[src/inc/aops_consts.vh]
// constants of the angle output and programming stage
// ----------------------------------------------------------------
// ----------------------------------------------------------------
`ifndef AOPS_CONSTS_VH
`define AOPS_CONSTS_VH

`define AOPS_CLK_MHZ       20
`define AOPS_APPLY_US      1000
`define AOPS_APPLY_CYC     (`AOPS_APPLY_US * `AOPS_CLK_MHZ)
`define AOPS_PULSE_MS      100
`define AOPS_PULSE_CYC     (`AOPS_PULSE_MS * 1000 * `AOPS_CLK_MHZ)

`define AOPS_CMD_BURN_SET  8'h40
`define AOPS_CMD_LOAD_A    8'h01
`define AOPS_CMD_LOAD_B    8'h11
`define AOPS_CMD_LOAD_C    8'h10

`define AOPS_OUTPUT_FORM_SELECT_LSB      4
`define AOPS_OUTPUT_FORM_SELECT_MSB      5
`define AOPS_PWM_RATE_SELECT_LSB      6
`define AOPS_PWM_RATE_SELECT_MSB      7
`define AOPS_OUTPUT_FORM_SELECT_FULL     2'h0
`define AOPS_OUTPUT_FORM_SELECT_REDUCED  2'h1
`define AOPS_OUTPUT_FORM_SELECT_PWM      2'h2

`define AOPS_CONFIG_WORD_RST      14'h0000
`define AOPS_ZERO_POSITION_VALUE_RST      12'h000
`define AOPS_MAX_RANGE_VALUE_RST      12'h000
`define AOPS_MAX_RANGE_VALUE_MIN      12'h0CD
`define AOPS_HYST          12'h00A
`define AOPS_CODE_MAX      12'hFFF
`define AOPS_LOW_OFS       12'h19A
`define AOPS_SWING         12'hCCD

`define AOPS_PWM_EDGE      13'h0080
`define AOPS_PWM_FRAME     13'h10FF
`define AOPS_PWM_BASE_DIV  8'h04

`endif

[src/logic/aops_div.v]
// sequential restoring divider for range scaling
`timescale 1ns/1ps
module aops_div (
   // clock and reset
   input  wire        clk,
   input  wire        rst_n,
   // request
   input  wire        start,
   input  wire [23:0] num,
   input  wire [12:0] den,
   // answer
   output reg         done,
   output wire [12:0] quo
);
   reg  [23:0] q;
   reg  [12:0] r;
   reg  [4:0]  n;
   wire [13:0] sh   = {r, q[23]};
   wire [13:0] diff = sh - {1'b0, den};

   assign quo = q[12:0];

   always @(posedge clk or negedge rst_n) begin
      if (!rst_n) begin
         q    <= 24'h000000;
         r    <= 13'h0000;
         n    <= 5'h00;
         done <= 1'b0;
      end else begin
         done <= 1'b0;
         if (n != 5'h00) begin
            if (!diff[13]) begin
               r <= diff[12:0];
               q <= {q[22:0], 1'b1};
            end else begin
               r <= sh[12:0];
               q <= {q[22:0], 1'b0};
            end
            n <= n - 5'h01;
            if (n == 5'h01)
               done <= 1'b1;
         end else if (start) begin
            q <= num;
            r <= 13'h0000;
            n <= 5'h18;
         end
      end
   end
endmodule // aops_div

[src/logic/aops_pwm.v]
// pwm frame generator for the output pin
`timescale 1ns/1ps
`include "aops_consts.vh"
module aops_pwm (
   // clock and reset
   input  wire        clk,
   input  wire        rst_n,
   // control
   input  wire [1:0]  rate,
   input  wire [11:0] value,
   // output
   output reg         pwm
);
   reg  [7:0]  pre;
   reg  [12:0] cnt;
   reg  [12:0] hi_len;
   wire [7:0]  pre_top = (`AOPS_PWM_BASE_DIV << rate) - 8'h01;

   always @(posedge clk or negedge rst_n) begin
      if (!rst_n) begin
         pre    <= 8'h00;
         cnt    <= 13'h0000;
         hi_len <= `AOPS_PWM_EDGE;
         pwm    <= 1'b0;
      end else begin
         if (pre >= pre_top) begin
            pre <= 8'h00;
            if (cnt == `AOPS_PWM_FRAME - 13'h0001) begin
               cnt    <= 13'h0000;
               hi_len <= `AOPS_PWM_EDGE + {1'b0, value};
            end else begin
               cnt <= cnt + 13'h0001;
            end
         end else begin
            pre <= pre + 8'h01;
         end
         pwm <= (cnt < hi_len);
      end
   end
endmodule // aops_pwm

[src/logic/aops_top.v]
// angle output stage with register and pin programming
`timescale 1ns/1ps
`include "aops_consts.vh"
module aops_top #(
   parameter integer APPLY_CYC = `AOPS_APPLY_CYC,
   parameter integer PULSE_CYC = `AOPS_PULSE_CYC
) (
   // clock and reset
   input  wire        CORE_CLK,
   input  wire        RST_N,
   // angle source
   input  wire [11:0] RAW_ANGLE,
   input  wire        MAGNET_PRESENT_FLAG,
   // register writes from the serial slave
   input  wire        ZERO_POSITION_WR,
   input  wire [11:0] ZERO_POSITION_DATA,
   input  wire        MAX_RANGE_WR,
   input  wire [11:0] MAX_RANGE_DATA,
   input  wire        CONFIG_WR,
   input  wire [13:0] CONFIG_DATA,
   input  wire        COMMAND_WR,
   input  wire [7:0]  COMMAND_DATA,
   // register readback
   output reg  [11:0] ANGLE_VALUE,
   output reg  [11:0] ZERO_POSITION_VALUE,
   output reg  [11:0] MAX_RANGE_VALUE,
   output reg  [13:0] CONFIG_WORD,
   output reg         SETTINGS_BURNED,
   output reg         PIN_PROG_DONE,
   output reg         PIN_PROG_FAIL,
   // pins
   input  wire        PROGRAM_OPTION_PIN,
   input  wire        OUT_IN,
   output reg         OUT_O,
   output reg         OUT_OE_N,
   // converter
   output reg  [11:0] DAC_CODE,
   output reg         DAC_POWER_DOWN
);
   // ---------------------------------------------------------------
   // reset release and pin synchronisers
   // ---------------------------------------------------------------
   reg [1:0] rst_sync;
   wire      rst_n = rst_sync[1];
   reg [2:0] out_s;
   reg [2:0] pgo_s;
   reg       out_lvl;
   reg       pgo_lvl;

   always @(posedge CORE_CLK or negedge RST_N) begin
      if (!RST_N)
         rst_sync <= 2'b00;
      else
         rst_sync <= {rst_sync[0], 1'b1};
   end

   always @(posedge CORE_CLK or negedge rst_n) begin
      if (!rst_n) begin
         out_s   <= 3'b111;
         pgo_s   <= 3'b111;
         out_lvl <= 1'b1;
         pgo_lvl <= 1'b1;
      end else begin
         out_s <= {out_s[1:0], OUT_IN};
         pgo_s <= {pgo_s[1:0], PROGRAM_OPTION_PIN};
         if (out_s[2] == out_s[1])
            out_lvl <= out_s[1];
         if (pgo_s[2] == pgo_s[1])
            pgo_lvl <= pgo_s[1];
      end
   end

   // ---------------------------------------------------------------
   // programming state machine on the output pin
   // ---------------------------------------------------------------
   localparam [5:0] S_IDLE = 6'h01;
   localparam [5:0] S_LOW1 = 6'h02;
   localparam [5:0] S_GAP  = 6'h04;
   localparam [5:0] S_LOW2 = 6'h08;
   localparam [5:0] S_DONE = 6'h10;
   localparam [5:0] S_FAIL = 6'h20;
   localparam [21:0] PULSE_LEN = PULSE_CYC[21:0];

   reg  [5:0]  state;
   reg  [21:0] pcnt;
   reg  [11:0] start_pos;
   reg         pin_wr;
   reg  [11:0] pin_span;
   wire        pin_open  = !pgo_lvl && state != S_DONE && state != S_FAIL;
   wire        long_low  = (pcnt >= PULSE_LEN);
   wire [11:0] span      = RAW_ANGLE - start_pos;

   always @(posedge CORE_CLK or negedge rst_n) begin
      if (!rst_n) begin
         state     <= S_IDLE;
         pcnt      <= 22'h000000;
         start_pos <= 12'h000;
         pin_wr    <= 1'b0;
         pin_span  <= 12'h000;
      end else begin
         pin_wr <= 1'b0;
         if (state == S_LOW1 || state == S_LOW2)
            pcnt <= long_low ? pcnt : pcnt + 22'h000001;
         else
            pcnt <= 22'h000000;
         if (!MAGNET_PRESENT_FLAG && state != S_DONE && state != S_FAIL) begin
            state <= S_IDLE;
         end else begin
            case (state)
               S_IDLE: begin
                  if (pin_open && !out_lvl)
                     state <= S_LOW1;
               end
               S_LOW1: begin
                  if (out_lvl) begin
                     if (long_low) begin
                        start_pos <= RAW_ANGLE;
                        state     <= S_GAP;
                     end else begin
                        state <= S_IDLE;
                     end
                  end
               end
               S_GAP: begin
                  if (pgo_lvl)
                     state <= S_IDLE;
                  else if (!out_lvl)
                     state <= S_LOW2;
               end
               S_LOW2: begin
                  if (out_lvl) begin
                     if (!long_low) begin
                        state <= S_GAP;
                     end else if (span != 12'h000 && span < `AOPS_MAX_RANGE_VALUE_MIN) begin
                        state <= S_FAIL;
                     end else begin
                        pin_span <= span;
                        pin_wr   <= 1'b1;
                        state    <= S_DONE;
                     end
                  end
               end
               S_DONE: state <= S_DONE;
               S_FAIL: state <= S_FAIL;
               default: state <= S_IDLE;
            endcase
         end
      end
   end

   // ---------------------------------------------------------------
   // shadow, stored and active settings
   // ---------------------------------------------------------------
   reg  [11:0] otp_zero_position_value;
   reg  [11:0] otp_max_range_value;
   reg  [13:0] otp_config_word;
   reg  [11:0] act_zero_position_value;
   reg  [11:0] act_max_range_value;
   reg  [13:0] act_config_word;
   reg  [1:0]  load_seq;
   reg  [21:0] apply_cnt;
   localparam [21:0] APPLY_LEN = APPLY_CYC[21:0];
   wire        cmd_burn = COMMAND_WR && COMMAND_DATA == `AOPS_CMD_BURN_SET;
   wire        cmd_load = COMMAND_WR && COMMAND_DATA == `AOPS_CMD_LOAD_C
                          && load_seq == 2'h2;
   wire        any_cmd  = ZERO_POSITION_WR || MAX_RANGE_WR || CONFIG_WR || COMMAND_WR;
   wire        max_range_value_ok  = MAX_RANGE_DATA == 12'h000 || MAX_RANGE_DATA >= `AOPS_MAX_RANGE_VALUE_MIN;

   always @(posedge CORE_CLK or negedge rst_n) begin
      if (!rst_n) begin
         ZERO_POSITION_VALUE <= `AOPS_ZERO_POSITION_VALUE_RST;
         MAX_RANGE_VALUE     <= `AOPS_MAX_RANGE_VALUE_RST;
         CONFIG_WORD         <= `AOPS_CONFIG_WORD_RST;
         otp_zero_position_value            <= `AOPS_ZERO_POSITION_VALUE_RST;
         otp_max_range_value            <= `AOPS_MAX_RANGE_VALUE_RST;
         otp_config_word            <= `AOPS_CONFIG_WORD_RST;
         act_zero_position_value            <= `AOPS_ZERO_POSITION_VALUE_RST;
         act_max_range_value            <= `AOPS_MAX_RANGE_VALUE_RST;
         act_config_word            <= `AOPS_CONFIG_WORD_RST;
         SETTINGS_BURNED     <= 1'b0;
         load_seq            <= 2'h0;
         apply_cnt           <= 22'h000000;
      end else begin
         if (ZERO_POSITION_WR)
            ZERO_POSITION_VALUE <= ZERO_POSITION_DATA;
         if (MAX_RANGE_WR && max_range_value_ok)
            MAX_RANGE_VALUE <= MAX_RANGE_DATA;
         if (CONFIG_WR)
            CONFIG_WORD <= CONFIG_DATA;
         if (COMMAND_WR) begin
            if (COMMAND_DATA == `AOPS_CMD_LOAD_A)
               load_seq <= 2'h1;
            else if (COMMAND_DATA == `AOPS_CMD_LOAD_B && load_seq == 2'h1)
               load_seq <= 2'h2;
            else
               load_seq <= 2'h0;
         end
         if (cmd_burn && !SETTINGS_BURNED) begin
            otp_max_range_value        <= MAX_RANGE_VALUE;
            otp_config_word        <= CONFIG_WORD;
            SETTINGS_BURNED <= 1'b1;
         end
         if (cmd_load) begin
            ZERO_POSITION_VALUE <= otp_zero_position_value;
            MAX_RANGE_VALUE     <= otp_max_range_value;
            CONFIG_WORD         <= otp_config_word;
         end
         if (pin_wr) begin
            otp_zero_position_value            <= start_pos;
            otp_max_range_value            <= pin_span;
            ZERO_POSITION_VALUE <= start_pos;
            MAX_RANGE_VALUE     <= pin_span;
            act_zero_position_value            <= start_pos;
            act_max_range_value            <= pin_span;
         end else if (apply_cnt == 22'h000001) begin
            act_zero_position_value <= ZERO_POSITION_VALUE;
            act_max_range_value <= MAX_RANGE_VALUE;
            act_config_word <= CONFIG_WORD;
         end
         if (any_cmd)
            apply_cnt <= APPLY_LEN;
         else if (apply_cnt != 22'h000000)
            apply_cnt <= apply_cnt - 22'h000001;
      end
   end

   // ---------------------------------------------------------------
   // angle scaling to the programmed range
   // ---------------------------------------------------------------
   wire [11:0] rel    = RAW_ANGLE - act_zero_position_value;
   wire        full   = (act_max_range_value == 12'h000);
   wire [11:0] lam    = (12'h000 - act_max_range_value) >> 1;
   wire [11:0] beyond = rel - act_max_range_value;
   wire [11:0] rel_c  = full ? rel :
                        (rel < act_max_range_value) ? rel :
                        (beyond < lam) ? act_max_range_value : 12'h000;
   wire [12:0] den    = full ? 13'h1000 : {1'b0, act_max_range_value};
   wire [12:0] quo;
   wire        div_done;
   reg         div_go;
   reg  [11:0] code;
   wire [11:0] q_c    = quo[12] ? `AOPS_CODE_MAX : quo[11:0];

   aops_div u_div (
      .clk   (CORE_CLK),
      .rst_n (rst_n),
      .start (div_go),
      .num   ({rel_c, 12'h000}),
      .den   (den),
      .done  (div_done),
      .quo   (quo)
   );

   always @(posedge CORE_CLK or negedge rst_n) begin
      if (!rst_n) begin
         div_go      <= 1'b0;
         code        <= 12'h000;
         ANGLE_VALUE <= 12'h000;
      end else begin
         div_go <= !div_go && !div_done;
         if (div_done) begin
            if (full && code > `AOPS_CODE_MAX - `AOPS_HYST && q_c < `AOPS_HYST)
               code <= code;
            else if (full && code < `AOPS_HYST && q_c > `AOPS_CODE_MAX - `AOPS_HYST)
               code <= code;
            else
               code <= q_c;
         end
         ANGLE_VALUE <= code;
      end
   end

   // ---------------------------------------------------------------
   // output stage
   // ---------------------------------------------------------------
   wire [1:0]  output_form_select      = act_config_word[`AOPS_OUTPUT_FORM_SELECT_MSB:`AOPS_OUTPUT_FORM_SELECT_LSB];
   wire [1:0]  pwm_rate_select      = act_config_word[`AOPS_PWM_RATE_SELECT_MSB:`AOPS_PWM_RATE_SELECT_LSB];
   wire        pwm_mode  = (output_form_select == `AOPS_OUTPUT_FORM_SELECT_PWM);
   wire        force_low = (state == S_FAIL) || !MAGNET_PRESENT_FLAG;
   wire [23:0] scaled    = code * `AOPS_SWING;
   wire        pwm_bit;

   aops_pwm u_pwm (
      .clk   (CORE_CLK),
      .rst_n (rst_n),
      .rate  (pwm_rate_select),
      .value (code),
      .pwm   (pwm_bit)
   );

   always @(posedge CORE_CLK or negedge rst_n) begin
      if (!rst_n) begin
         OUT_O          <= 1'b0;
         OUT_OE_N       <= 1'b1;
         DAC_CODE       <= 12'h000;
         DAC_POWER_DOWN <= 1'b0;
         PIN_PROG_DONE  <= 1'b0;
         PIN_PROG_FAIL  <= 1'b0;
      end else begin
         PIN_PROG_DONE  <= (state == S_DONE);
         PIN_PROG_FAIL  <= (state == S_FAIL);
         DAC_POWER_DOWN <= pwm_mode;
         if (force_low) begin
            OUT_O    <= 1'b0;
            OUT_OE_N <= 1'b0;
            DAC_CODE <= 12'h000;
         end else if (pin_open) begin
            OUT_O    <= 1'b0;
            OUT_OE_N <= 1'b1;
            DAC_CODE <= code;
         end else if (pwm_mode) begin
            OUT_O    <= pwm_bit;
            OUT_OE_N <= 1'b0;
            DAC_CODE <= 12'h000;
         end else if (output_form_select == `AOPS_OUTPUT_FORM_SELECT_REDUCED) begin
            OUT_O    <= 1'b0;
            OUT_OE_N <= 1'b1;
            DAC_CODE <= `AOPS_LOW_OFS + scaled[23:12];
         end else begin
            OUT_O    <= 1'b0;
            OUT_OE_N <= 1'b1;
            DAC_CODE <= code;
         end
      end
   end
endmodule // aops_top

[config.mk]
export PLATFORM = sky130hd
export DESIGN_NAME = aops_top
export DESIGN_NICKNAME = d
export VERILOG_FILES = /design/src/logic/aops_div.v /design/src/logic/aops_pwm.v /design/src/logic/aops_top.v
export VERILOG_INCLUDE_DIRS = /design/src /design/src/inc
export SDC_FILE = /design/constraint.sdc
export NUM_CORES = 1
export LEC_CHECK = 0
export BUFFER_PORTS_ARGS = -buffer_cell sky130_fd_sc_hd__clkbuf_2
export CORE_MARGIN = 2
export CORE_UTILIZATION = 60
export DETAILED_ROUTE_END_ITERATION = 12
export PLACE_DENSITY = 0.77
export SYNTH_ARGS = -nofsm -noshare
export SYNTH_HDL_FRONTEND = slang
export SYNTH_SLANG_ARGS = --single-unit
[constraint.sdc]
create_clock -name CORE_CLK -period 11.5 [get_ports CORE_CLK]
set_clock_uncertainty 0.2 [all_clocks]
set_input_delay 1.15 -clock CORE_CLK [delete_from_list [all_inputs] [get_ports CORE_CLK]]
set_output_delay 1.15 -clock CORE_CLK [all_outputs]
set_load 0.05 [all_outputs]
==> impl_metrics.toml <==
[synthesis]
synth-edff-count = 0
ys_top_cells_by_area = "dfrtp_1 39%, ha_1 12%, nand2_1 4.7%"
synth_seq_cells = 312
avgSynthCellArea_um2 = 9.38
synth.distinct_cells = 71
async_reset_ff_share_pct = 100
yosysWarnings = 0
syn_area_um2 = 19500
seq_area_frac_synth_pct = 40.2
synth_most_common_cell = "dfrtp_1"
ys.flop_type = "dfrtp_1"
synth_top_area_share_pct = 38.7
yosysTopAreaCell = "dfrtp_1"
synth_top_cells_by_count = "301 x dfrtp_1, 246 x nand2_1, 199 x inv_1"
synthCells = 2073

[sta]
max_freq_mhz = 148
hold_viol = 0
fin_crit_sh_pct = 58.8
period_minus_slack_ns = 6.76
tightest_slew_ns = 1.25
slew_violations = 0
relSlewSlack_pct = 15.9
rsz0062_at_grt = "false"
setup_viol = 0
fin_setup_tns_ns = 0

[drt]
drt-total-wl_mm = 45.7
drt-met1-wl_mm = 20.0
wl_per_cell_um = 17.5
viasPerCell = 5.91
top_layer = "met4"
routed-via-count = 15500
wl_met2_mm = 21.8
met3_length_mm = 2.66
drt_iter0_markers = 972
first_pass_iters = 5
ant_nets = 0
drc_errors = 0

[run_status]
outcome = "complete, no violations"

[clocking]
cts_buffer_depth = 3
cts_tree = "built"
post-cts-setup-buffers = 0
cts_max_level = 2
cts_root_buf = "clkbuf_16"
holdBufCountCts = 0
cts_resized = 0
clock_sinks = 312
clkTransAtPathRegs_ns = 0.06
clk_latency_ns = 0.53
numCtsBuffers = 35

[final_layout]
layout-drive-gt1-share_pct = 12.2
layout.cells.non_filler = 2617
final_cell_area_um2 = 21700
syn2layout_area_growth_pct = 11.5
antennaDiodeCount = 0
nNetsFinal = 2476

[floorplanning]
coreArea_um2 = 31700
dieHeight_um = 184
rows = 65
io_pins = 135
dieArea_um2 = 33900
die_x_um = 184
start_util_pct = 61.3

[grt]
overflow = 0
grt_first_pass_wirelength_mm = 76.3
track_usage_pct = 27.6
grt_max_degree = 176
antenna_found_initial = 0
grt_pass1_vias = 15500

[placed_design]
port_buffers = 134
dp_hpwl_mm = 33.2
placed_area_um2 = 20500
place.gp.congestion = 0.969
dp_cells = 2553

[critical_path]
rrSetupSlack_ns = 4.74
startpoint_type = "flip-flop"
critPathCaptureType = "flip-flop"
r2r.worst_path.cells = 24
crit_type = "flip-flop to flip-flop"
worstPathRequired_ns = 11.70
r2r_end = "DAC_CODE[11]"
r2r_start = "code[5]"
cp_max_fo = 10
critPathArrivalTime_ns = 6.97

[worst_hold_path]
hold_start = "rst_sync[0]"
hp-class = "flip-flop to flip-flop"
min_path_cells = 0
holdPathEnd = "rst_sync[1]"

[flow_run]
drv_cap = 0
-- through the flow --
stage          worst slack (ns)  util [%]  hold slack [ns]
4_1_cts                    4.80      68.4            0.156
2_1_floorplan              1.98         -            0.131
6_report                   4.74      68.4            0.155
3_3_place_gp               4.99      64.6            0.139
5_1_grt                    4.40      68.4            0.165
3_5_place_dp               4.82      64.6            0.141
-- critical path: stages, from the launching register on --
cell and delay, ns:
dfrtp_1 0.59, inv_1 0.14, ha_1 0.36, ha_1 0.31, inv_1 0.06, fa_1 0.53
inv_1 0.05, fa_1 0.53, inv_1 0.05, fa_1 0.53, inv_1 0.04, ha_1 0.30
o21ai_0 0.12, or3_1 0.37, o21bai_1 0.18, nand2_1 0.12, a21oi_1 0.09, xnor2_1 0.14
ha_1 0.24, o41ai_1 0.68, o21ai_1 0.19, o211a_1 0.26, nor4_1 0.26, xnor2_1 0.11
a32o_1 0.20
-- flip-flops by register name, indices dropped and copies added (netlist names), 5 cells and up --
register	count
u_pwm.cnt	13
u_div.r	13
u_div.n	5
u_div.q	24
pin_span	12
apply_cnt	22
ANGLE_VALUE	12
start_pos	12
ZERO_POSITION_VALUE	12
act_max_range_value	12
state	6
act_zero_position_value	12
pcnt	22
CONFIG_WORD	14
code	12
otp_zero_position_value	12
u_pwm.pre	8
u_pwm.hi_len	13
otp_max_range_value	12
MAX_RANGE_VALUE	12
DAC_CODE	12
otp_config_word	14
-- final cells by class --
class	instances	area [um2]
inverters	199	747
flip-flops and latches	312	7830
fillers	2453	10000
multi-input cells	1495	10600
clock buffers	46	980
clock inverters	18	225
well taps	402	503
repair buffers	145	766
-- layout by cell type (no fill, tap or decap), drive strengths merged, types with 12 or more instances in the layout --
| cell | netlist | routed |
|---|---|---|
| xnor2 | 68 | 68 |
| nor4 | 17 | 17 |
| clkbuf | 59 | 180 |
| nand2 | 246 | 246 |
| o21ai | 167 | 167 |
| mux2 | 37 | 37 |
| dfrtp | 301 | 301 |
| nor3 | 53 | 53 |
| a21o | 21 | 21 |
| nand4 | 12 | 12 |
| and3 | 15 | 15 |
| a21oi | 94 | 94 |
| or3 | 25 | 25 |
| a311oi | 14 | 14 |
| nor2 | 153 | 153 |
| nand3 | 38 | 38 |
| o21a | 26 | 26 |
| nor2b | 19 | 19 |
| ha | 180 | 180 |
| fa | 41 | 41 |
| xor2 | 47 | 47 |
| mux2i | 47 | 47 |
| a31oi | 29 | 29 |
| nand2b | 12 | 12 |
| inv | 199 | 201 |
| nand3b | 15 | 15 |
-- kinds of logic (layout without fill, tap and decap cells) --
group                    count (synthesis)  count (layout)  synth area share [%]
multiplexers                            84              84                  4.69
adder cells (fa/ha/maj)                223             223                  15.9
buffers and inverters                  267             408                  5.22
AO/OA/AOI/OAI                          431             431                  13.7
other                                    2               3                0.0386
AND/OR/NAND/NOR                        639             639                  15.1
flip-flops                             312             312                  40.2
XOR/XNOR                               115             115                  5.18
-- routing by layer --
| layer | up-vias | GRT usage (%) |
|---|---|---|
| met5 | - | 0 |
| met4 | 0 | 8.48 |
| met3 | 99 | 4.10 |
| met2 | 547 | 46.0 |
| met1 | 7477 | 37.6 |
| li1 | 7334 | - |
-- worst max path at each step --
stage / cells after the start / end / startpoint
final: 24 / DAC_CODE[11] / code[5]
after detailed placement: 24 / DAC_CODE[11] / code[5]
after CTS: 24 / DAC_CODE[11] / code[5]
after floorplan: 0 / ANGLE_VALUE[0] / rst_sync[1]
after global placement: 24 / DAC_CODE[11] / code[5]
after global routing: 24 / DAC_CODE[11] / code[5]
Power is left out: the tool's default activity adds up to more than one toggle a clock period on the data nets, which glitch-free logic cannot reach.
